$ cat src/hdl/zcd_pkg.sv
// package with register map, field positions and reset values of the zero-cross detector
package zcd_pkg;
  // ---------------------------------------------------------------------------
  // register word indices; each register takes one aligned word at four times its index
  // ---------------------------------------------------------------------------
  localparam logic [9:0]  ZCD_DETECTOR_CONTROL_IDX   = 10'h000;
  localparam logic [9:0]  ZCD_RESERVED_GAP_IDX       = 10'h001;
  localparam logic [9:0]  ZCD_INTERRUPT_CONTROL_IDX  = 10'h002;
  localparam logic [9:0]  ZCD_DETECTOR_STATUS_IDX    = 10'h003;
  localparam logic [9:0]  ZCD_INT_MASK_IDX           = 10'h004;
  localparam logic [9:0]  ZCD_INT_STATUS_IDX         = 10'h005;
  localparam logic [9:0]  ZCD_SLEEP_IDX              = 10'h006;
  localparam logic [11:0] ZCD_DETECTOR_CONTROL_OFS   = {ZCD_DETECTOR_CONTROL_IDX, 2'b00};
  localparam logic [11:0] ZCD_RESERVED_GAP_OFS       = {ZCD_RESERVED_GAP_IDX, 2'b00};
  localparam logic [11:0] ZCD_INTERRUPT_CONTROL_OFS  = {ZCD_INTERRUPT_CONTROL_IDX, 2'b00};
  localparam logic [11:0] ZCD_DETECTOR_STATUS_OFS    = {ZCD_DETECTOR_STATUS_IDX, 2'b00};
  localparam logic [11:0] ZCD_INT_MASK_OFS           = {ZCD_INT_MASK_IDX, 2'b00};
  localparam logic [11:0] ZCD_INT_STATUS_OFS         = {ZCD_INT_STATUS_IDX, 2'b00};
  localparam logic [11:0] ZCD_SLEEP_OFS              = {ZCD_SLEEP_IDX, 2'b00};
  // ---------------------------------------------------------------------------
  // field positions
  // ---------------------------------------------------------------------------
  localparam int ZCD_ENABLE_BIT          = 0;
  localparam int ZCD_INVERT_BIT          = 3;
  localparam int ZCD_OUTPUT_PIN_EN_BIT   = 6;
  localparam int ZCD_RUN_IN_STANDBY_BIT  = 7;
  localparam int ZCD_CROSS_FLAG_BIT      = 0;
  localparam int ZCD_STATE_BIT           = 4;
  localparam int ZCD_STANDBY_BIT         = 0;
  localparam int ZCD_POWER_DOWN_BIT      = 1;
  // ---------------------------------------------------------------------------
  // reset values and masks
  // ---------------------------------------------------------------------------
  localparam logic [7:0] ZCD_CONTROL_RST   = 8'h00;
  localparam logic [7:0] ZCD_CONTROL_MASK  = 8'hc9;
  localparam logic [7:0] ZCD_INTERRUPT_CONTROL_RST   = 8'h00;
  localparam logic [7:0] ZCD_INTERRUPT_CONTROL_MASK  = 8'h03;
  localparam logic [7:0] ZCD_STATUS_RST    = 8'h00;
  localparam logic [0:0] ZCD_MASK_RST      = 1'h0;
  localparam int         ZCD_SYNC_STAGES   = 3;
  // ---------------------------------------------------------------------------
  // interrupt edge select encodings
  // ---------------------------------------------------------------------------
  typedef enum logic [1:0] {
    ZCD_EDGE_NONE    = 2'b00,
    ZCD_EDGE_RISING  = 2'b01,
    ZCD_EDGE_FALLING = 2'b10,
    ZCD_EDGE_BOTH    = 2'b11
  } zcd_edge_t;
  // ---------------------------------------------------------------------------
  // bus slave states
  // ---------------------------------------------------------------------------
  typedef enum logic [0:0] {
    ZCD_BUS_IDLE = 1'b0,
    ZCD_BUS_DONE = 1'b1
  } zcd_bus_t;
endpackage : zcd_pkg

$ cat src/hdl/zcd_sync_if.sv
// interface carrying the gated, optionally inverted detector output level into the synchroniser and the result back
`timescale 1ns/100ps
interface zcd_sync_if;
  logic raw_level;
  logic synced_level;
  modport sink   (input raw_level, output synced_level);
  modport source (output raw_level, input synced_level);
endinterface : zcd_sync_if
$ cat src/hdl/zcd_regs.sv
// register bank, edge interrupt and pin drive of the zero-cross detector
//
// Overview of operation
// - control bit 0 switches the detector on and off
// - control bit 3 inverts the detector output for all uses
// - control bit 6 drives the detector output onto its pin
// - control bit 7 keeps the detector running in standby sleep
// - interrupt control bits 1:0 pick none, rising, falling or both edges
// - status bit 4 shows the output level after three synchroniser cycles
// - writing one to status bit 0 clears the cross flag, zero does nothing
// - the selected edge on the output sets the cross flag
// - interrupt request is high while mode is non-zero, flag is set and the interrupt mask bit is set
// - power-down sleep disables the detector and its pin drive completely
//
// Decided for this implementation: register access over APB.
`timescale 1ns/100ps
module zcd_regs
  import zcd_pkg::*;
(
  input  wire logic        sys_clk,
  input  wire logic        rst,
  input  wire logic        psel,
  input  wire logic        penable,
  input  wire logic        pwrite,
  input  wire logic [11:0] paddr,
  input  wire logic [31:0] pwdata,
  input  wire logic [3:0]  pstrb,
  output logic      [31:0] prdata,
  output logic             pready,
  output logic             pslverr,
  input  wire logic        comparator_level,
  output logic             out_pin,
  output logic             out_pin_oe,
  output logic             detector_on,
  output logic             irq
);
  // ---------------------------------------------------------------------------
  // state
  // ---------------------------------------------------------------------------
  logic [7:0]  control_r,    control_nxt;
  logic [1:0]  edge_sel_r,   edge_sel_nxt;
  logic        cross_flag_r, cross_flag_nxt;
  logic        prev_level_r, prev_level_nxt;
  logic        standby_r,    standby_nxt;
  logic        pdown_r,      pdown_nxt;
  logic        mask_r,       mask_nxt;
  logic [31:0] prdata_r,     prdata_nxt;
  logic        pslverr_r,    pslverr_nxt;
  logic        pin_r,        pin_nxt;
  logic        pin_oe_r,     pin_oe_nxt;
  logic        on_r,         on_nxt;
  logic        irq_r,        irq_nxt;
  zcd_bus_t    bus_r,        bus_nxt;

  logic        active;
  logic        out_level;
  logic        synced;
  logic        rise;
  logic        fall;
  logic        edge_hit;
  logic        wr_en;
  logic        rd_en;
  logic        mapped;
  logic [31:0] rd_word;
  logic        clear_hit;

  zcd_sync_if sif ();

  // ---------------------------------------------------------------------------
  // detector path
  // ---------------------------------------------------------------------------
  // the detector runs when enabled, not in power-down, and not in standby
  // unless told to stay on
  assign active = control_r[ZCD_ENABLE_BIT]
                & ~pdown_r
                & (~standby_r | control_r[ZCD_RUN_IN_STANDBY_BIT]);

  assign out_level = active & (comparator_level ^ control_r[ZCD_INVERT_BIT]);
  assign sif.raw_level = out_level;

  zcd_sync #(
    .STAGES (ZCD_SYNC_STAGES)
  ) u_sync (
    .sys_clk (sys_clk),
    .rst     (rst),
    .sif     (sif.sink)
  );

  assign synced = sif.synced_level;
  assign rise   = synced & ~prev_level_r;
  assign fall   = ~synced & prev_level_r;

  always_comb begin
    case (zcd_edge_t'(edge_sel_r))
      ZCD_EDGE_NONE:    edge_hit = 1'b0;
      ZCD_EDGE_RISING:  edge_hit = rise;
      ZCD_EDGE_FALLING: edge_hit = fall;
      ZCD_EDGE_BOTH:    edge_hit = rise | fall;
      default:          edge_hit = 1'b0;
    endcase
  end

  // ---------------------------------------------------------------------------
  // bus decode
  // ---------------------------------------------------------------------------
  assign wr_en = psel & penable & pwrite & (bus_r == ZCD_BUS_IDLE);
  assign rd_en = psel & penable & ~pwrite & (bus_r == ZCD_BUS_IDLE);
  assign clear_hit = wr_en & pstrb[0] & pwdata[ZCD_CROSS_FLAG_BIT]
                   & ((paddr == ZCD_DETECTOR_STATUS_OFS) | (paddr == ZCD_INT_STATUS_OFS));

  always_comb begin
    mapped  = 1'b1;
    rd_word = 32'h0000_0000;
    case (paddr)
      ZCD_DETECTOR_CONTROL_OFS:  rd_word = {24'h00_0000, control_r & ZCD_CONTROL_MASK};
      ZCD_RESERVED_GAP_OFS:      rd_word = 32'h0000_0000;
      ZCD_INTERRUPT_CONTROL_OFS: rd_word = {30'h0000_0000, edge_sel_r};
      ZCD_DETECTOR_STATUS_OFS:   rd_word = {27'h000_0000, synced, 3'h0, cross_flag_r};
      ZCD_INT_MASK_OFS:          rd_word = {31'h0000_0000, mask_r};
      ZCD_INT_STATUS_OFS:        rd_word = {31'h0000_0000, cross_flag_r};
      ZCD_SLEEP_OFS:             rd_word = {30'h0000_0000, pdown_r, standby_r};
      default:                   mapped = 1'b0;
    endcase
  end

  // ---------------------------------------------------------------------------
  // configuration registers
  // ---------------------------------------------------------------------------
  always_comb begin
    control_nxt  = control_r;
    edge_sel_nxt = edge_sel_r;
    standby_nxt  = standby_r;
    pdown_nxt    = pdown_r;
    mask_nxt     = mask_r;
    // a write with the low byte lane off leaves every register as it is
    if (wr_en && pstrb[0]) begin
      case (paddr)
        ZCD_DETECTOR_CONTROL_OFS: begin
          control_nxt = pwdata[7:0] & ZCD_CONTROL_MASK;
        end
        ZCD_INTERRUPT_CONTROL_OFS: begin
          edge_sel_nxt = pwdata[1:0];
        end
        ZCD_INT_MASK_OFS: begin
          mask_nxt = pwdata[0];
        end
        ZCD_SLEEP_OFS: begin
          standby_nxt = pwdata[ZCD_STANDBY_BIT];
          pdown_nxt   = pwdata[ZCD_POWER_DOWN_BIT];
        end
        default: begin
        end
      endcase
    end
  end

  always_ff @(posedge sys_clk or posedge rst) begin
    if (rst) begin
      control_r  <= ZCD_CONTROL_RST;
      edge_sel_r <= ZCD_INTERRUPT_CONTROL_RST[1:0];
      standby_r  <= 1'b0;
      pdown_r    <= 1'b0;
      mask_r     <= ZCD_MASK_RST;
    end else begin
      control_r  <= control_nxt;
      edge_sel_r <= edge_sel_nxt;
      standby_r  <= standby_nxt;
      pdown_r    <= pdown_nxt;
      mask_r     <= mask_nxt;
    end
  end

  // ---------------------------------------------------------------------------
  // cross flag and previous synchronised sample
  // ---------------------------------------------------------------------------
  always_comb begin
    cross_flag_nxt = cross_flag_r;
    prev_level_nxt = synced;
    if (clear_hit) begin
      cross_flag_nxt = 1'b0;
    end
    // a new edge outranks a clear in the same cycle
    if (edge_hit) begin
      cross_flag_nxt = 1'b1;
    end
  end

  always_ff @(posedge sys_clk or posedge rst) begin
    if (rst) begin
      cross_flag_r <= 1'b0;
      prev_level_r <= 1'b0;
    end else begin
      cross_flag_r <= cross_flag_nxt;
      prev_level_r <= prev_level_nxt;
    end
  end

  // ---------------------------------------------------------------------------
  // bus slave answer, one wait state
  // ---------------------------------------------------------------------------
  always_comb begin
    bus_nxt     = ZCD_BUS_IDLE;
    pslverr_nxt = 1'b0;
    prdata_nxt  = prdata_r;
    if (wr_en || rd_en) begin
      bus_nxt     = ZCD_BUS_DONE;
      pslverr_nxt = ~mapped;
    end
    // unmapped reads return zero from the decode default
    if (rd_en) begin
      prdata_nxt = rd_word;
    end
  end

  always_ff @(posedge sys_clk or posedge rst) begin
    if (rst) begin
      bus_r     <= ZCD_BUS_IDLE;
      pslverr_r <= 1'b0;
      prdata_r  <= 32'h0000_0000;
    end else begin
      bus_r     <= bus_nxt;
      pslverr_r <= pslverr_nxt;
      prdata_r  <= prdata_nxt;
    end
  end

  // ---------------------------------------------------------------------------
  // outputs
  // ---------------------------------------------------------------------------
  always_comb begin
    pin_oe_nxt = active & control_r[ZCD_OUTPUT_PIN_EN_BIT];
    pin_nxt    = pin_oe_nxt & out_level;
    on_nxt     = active;
    irq_nxt    = (edge_sel_r != ZCD_EDGE_NONE) & cross_flag_r & mask_r;
  end

  always_ff @(posedge sys_clk or posedge rst) begin
    if (rst) begin
      pin_r    <= 1'b0;
      pin_oe_r <= 1'b0;
      on_r     <= 1'b0;
      irq_r    <= 1'b0;
    end else begin
      pin_r    <= pin_nxt;
      pin_oe_r <= pin_oe_nxt;
      on_r     <= on_nxt;
      irq_r    <= irq_nxt;
    end
  end

  assign prdata      = prdata_r;
  assign pready      = (bus_r == ZCD_BUS_DONE);
  assign pslverr     = pslverr_r;
  assign out_pin     = pin_r;
  assign out_pin_oe  = pin_oe_r;
  assign detector_on = on_r;
  assign irq         = irq_r;
endmodule : zcd_regs

$ cat src/hdl/zcd_sync.sv
// multi-stage synchroniser for the comparator output level
`timescale 1ns/100ps
module zcd_sync
  import zcd_pkg::*;
#(
  parameter int STAGES = ZCD_SYNC_STAGES
) (
  input  wire logic  sys_clk,
  input  wire logic  rst,
  zcd_sync_if.sink   sif
);
  logic [STAGES-1:0] chain_r;
  logic [STAGES-1:0] chain_nxt;

  always_comb begin
    chain_nxt = {chain_r[STAGES-2:0], sif.raw_level};
  end

  always_ff @(posedge sys_clk or posedge rst) begin
    if (rst) begin
      chain_r <= '0;
    end else begin
      chain_r <= chain_nxt;
    end
  end

  assign sif.synced_level = chain_r[STAGES-1];
endmodule : zcd_sync

$ cat config.mk
export PLATFORM = sky130hd
export DESIGN_NAME = zcd_regs
export DESIGN_NICKNAME = d
export VERILOG_FILES = /design/src/hdl/zcd_pkg.sv /design/src/hdl/zcd_sync_if.sv /design/src/hdl/zcd_regs.sv /design/src/hdl/zcd_sync.sv
export SDC_FILE = /design/constraint.sdc
export NUM_CORES = 1
export LEC_CHECK = 0
export BUFFER_PORTS_ARGS = -buffer_cell sky130_fd_sc_hd__buf_2
export CORE_ASPECT_RATIO = 0.5
export CORE_MARGIN = 10
export CORE_UTILIZATION = 25
export DETAILED_ROUTE_END_ITERATION = 7
export PLACE_DENSITY = 0.49
export SLEW_MARGIN = 20
export SYNTH_ARGS = -nofsm -noshare
export SYNTH_HDL_FRONTEND = slang
export SYNTH_SLANG_ARGS = --single-unit
$ cat constraint.sdc
create_clock -name sys_clk -period 2.9 [get_ports sys_clk]
set_input_delay 0.145 -clock sys_clk [delete_from_list [all_inputs] [get_ports sys_clk]]
set_output_delay 0.145 -clock sys_clk [all_outputs]
set_load 0.005 [all_outputs]
==> PnR_summary.wiki <==
{| class="wikitable"
! Metric !! Value
|-
| Status || complete, but fails checks
|-
| Failing checks || negative hold slack
|-
| Combined global-route utilization of all metal layers || 0.0615
|-
| Routed Antenna Nets || 0
|-
| Register cell area after layout || 651 µm²
|-
| Setup repair after global routing missed its margin || no
|-
| Pin count of the biggest net entering global routing || 27
|-
| Antenna diode instance count || 0
|-
| Worst Skew || roughly 0.0054 ns
|-
| Fraction of the mapped netlist area in simple logic gates || 0.163
|-
| Slew at the pin with the worst max-slew slack || around 0.92 ns
|-
| Io pins || 92
|-
| Critical Path Sink Type || flop
|-
| Synthesized instance count || about 130
|-
| Main combinational cell family by area after synthesis || buffers and inverters
|-
| Share of the clock period used by the worst path after layout || 0.598
|-
| Total power after layout || 620 µW
|-
| Remaining design rule violation count || 0
|-
| Final-report setup violation count || 0
|-
| Dpl ws || about 0.92 ns
|-
| Post-synthesis share of cell area spent on xor and xnor gates || 0.0126
|-
| Clock latency at the later pin of the worst-skew pair || roughly 0.27 ns
|-
| First-pass GRT wire length || 4.73 mm
|-
| Final layout net count || roughly 220
|-
| Initial DRC Count || 18
|-
| Fraction of registers with async set or reset after synthesis || 1.00
|-
| Total vias in the final route || 932
|-
| Fillers || 590
|-
| Number of distinct library cells after synthesis || 34
|-
| Die Y || around 73 µm
|-
| Grt peak-use layer || met2
|-
| Top cell type by total area after synthesis || dfrtp_1
|-
| Cells on worst reg2reg path || 4
|-
| Post-synth top area share || 0.469
|-
| Final critical path time including I/O delays and setup || 1.74 ns
|-
| Required time of the critical path || between 3 and 4 ns
|-
| Normalized max-slew margin || 0.385
|-
| Number of H-tree branching levels || 1
|-
| Class of the most critical hold timing path || input port to async pin
|-
| Routed wire per std cell || ~13 µm
|-
| Critical-path maximum fanout || 6
|-
| Signed area change from the synthesized netlist to the final layout || 13.8%
|-
| Kind of critical path || flop to flop
|-
| Via count of the first global-routing pass || between 1k and 1.5k
|-
| Combined area of all synthesized cells || between 1000 and 1500 µm²
|-
| Worst IR drop on VDD || ~0.13 mV
|-
| Ratio of routed vias to standard cells || about 4.0
|-
| Share of post-route cells with drive strength above 1 || 0.350
|-
| Number of buffers on the longest clock path || 2
|-
| Count of synthesis-stage warnings from yosys || 0
|-
| Number of search-and-repair iterations in the first detailed-routing pass || 3
|-
| Die extent in x || roughly 130 µm
|-
| Worst hold margin || -0.0466 ns
|-
| Power per unit of standard cell area || 393 nW/µm²
|-
| Pins over their slew limit || 0
|-
| GRT met1 Usage || 0.0614
|-
| GR Layer Usage met3 || 0.0355
|-
| Number of sinks on the clock net || 26
|-
| Area fraction in compound gates after synthesis || 0.0667
|-
| Setup Buffers After CTS || 0
|-
| Number of maximum-capacitance constraint violations || 0
|-
| Number of enable-type register cells in the synthesized netlist || 0
|-
| Total half-perimeter wirelength after legalization and detailed placement || approximately 2.5 mm
|-
| Mean instance size in the synthesized netlist || between 10 and 15 µm²
|-
| Critical Path Start Type || flop
|-
| GRT overflow || 0
|-
| Met2 routing resource usage after global routing || 0.108
|-
| Worst-case setup margin in the final layout || roughly 1.2 ns
|-
| Total core area || 5420 µm²
|-
| Clk pin slew, worst setup/hold paths || roughly 0.09 ns
|-
| #FFs+latches synth || 26
|-
| Timing-limited maximum frequency || 0.576 GHz
|-
| Effective utilization at floorplan || 0.256
|-
| Most instantiated flip-flop cell in the synthesis netlist || dfrtp_1
|-
| Final count of hold timing violations || 26
|-
| Clock buffer count from CTS || 3
|-
| Hold Buf Count CTS || 0
|-
| IO Port Bufs || 35
|-
| Adder and majority gate portion of the synthesized area || 0.0180
|-
| Biggest area contributors in the synthesized netlist || dfrtp_1 47%, buf_4 14%, mux2_2 8.1%
|-
| Final estimated routing congestion in global placement || ~0.70
|-
| Clk root buf || clkbuf_8
|-
| Routed wire length || around 3 mm
|-
| Reported leakage power || about 0.86 nW
|-
| Full die area || slightly above 9000 µm²
|-
| Clock tree from TritonCTS || yes
|-
| Count of standard-cell rows || 19
|-
| # resized after CTS || 0
|-
| Post-synthesis sequential area ratio || 0.469
|-
| Multi-input gate area in the final layout || around 600 µm²
|-
| Setup TNS after final layout || 0 ns
|-
| Arrival time at the worst endpoint || ~1.9 ns
|-
| Number of antenna violations at the first check in global routing || 0
|-
| Share of cell area taken by muxes after synthesis || 0.103
|}
==> metal layers <==
metal  wire length [µm]  up-vias
met4                 39        0
met1               1130      441
met3                347        5
met2               1430       36
met5                  0        -
li1                   -      450
==> state kept, by name, summed over array words and instances, names as in the netlist, 2 cells and up <==
| signal | flops |
|---|---|
| prdata | 6 |
| control_r | 4 |
| u_sync.chain_r | 3 |
| edge_sel_r | 2 |
==> synthesized netlist by cell type, drive strengths merged (2+ instances only) <==
| cell type | n |
|---|---|
| buf | 26 |
| dfrtp | 26 |
| mux2 | 10 |
| and2 | 5 |
| inv | 5 |
| nand2 | 5 |
| clkbuf | 4 |
| nand4 | 4 |
| o21ai | 4 |
| a21oi | 3 |
| a31o | 3 |
| mux2i | 3 |
| nand3 | 3 |
| ha | 2 |
| nand3b | 2 |
| nand4b | 2 |
| nor2 | 2 |
| nor2b | 2 |
| nor3 | 2 |
==> cell usage in the layout (no fill, tap or decap), types with 3 or more instances in the layout <==
master and count:
inv_1 4, and2_1 5, conb_1 26, clkbuf_8 3, dfrtp_1 26, mux2_2 10
a31o_2 3, a21oi_1 3, buf_2 35, nand4_1 4, o21ai_0 4, mux2i_1 3
nand2_1 5
==> final cells by class <==
class                      instances  area share
inverter                           5      0.0119
tap                               73      0.0578
timing repair buffer              35       0.111
multi-input combinational         91       0.381
clock buffer                       3      0.0261
sequential                        26       0.412
==> cell families (layout without fill, tap and decap cells) <==
| kind of cell | Yosys count | in the layout |
|---|---|---|
| buffers and inverters | 35 | 43 |
| and+or+nand+nor | 34 | 34 |
| DFF | 26 | 26 |
| AOI/OAI and AO/OA | 14 | 14 |
| muxes | 13 | 13 |
| adders and majority gates | 2 | 2 |
| xor gates and xnor gates | 2 | 2 |
| other | 1 | 26 |
==> power by group <==
group | switching [mW] | total (mW) | leakage (nW) | internal [mW]
Clock | 0.107 | 0.200 | 0.0216 | 0.0931
Sequential | 0.000792 | 0.365 | 0.362 | 0.364
Combinational | 0.0364 | 0.0554 | 0.472 | 0.0190
==> worst paths after layout <==
check                                  start           endpoint  slack, ns
max                                   pready          standby_r       1.16
min                                      rst            pdown_r      -0.05
max reg2reg                           pready          standby_r       1.16
min reg2reg                u_sync.chain_r[1]  u_sync.chain_r[2]       0.35
max in group asynchronous                rst          standby_r       2.52
min in group sys_clk               pwdata[7]       control_r[7]       0.10
==> worst max-delay path, cell delays in order (launching register included) <==
cell,delay (ns)
dfrtp_1,0.38
nand3b_1,0.26
nor3_1,0.47
nand4_1,0.21
mux2_2,0.31
==> per-stage QoR <==
stage                     hold slack [ns]  instance area (µm²)  utilization  cells
after floorplan                     0.185                 1480            -    152
after global placement              0.332                 1540        0.284    230
after detailed placement            0.335                 1540        0.284    230
after CTS                          0.0983                 1580        0.291    233
after global routing              0.00877                 1580        0.291    233
final                             -0.0466                 1580        0.291    233
No activity file was read; power rests on OpenSTA's default activity.
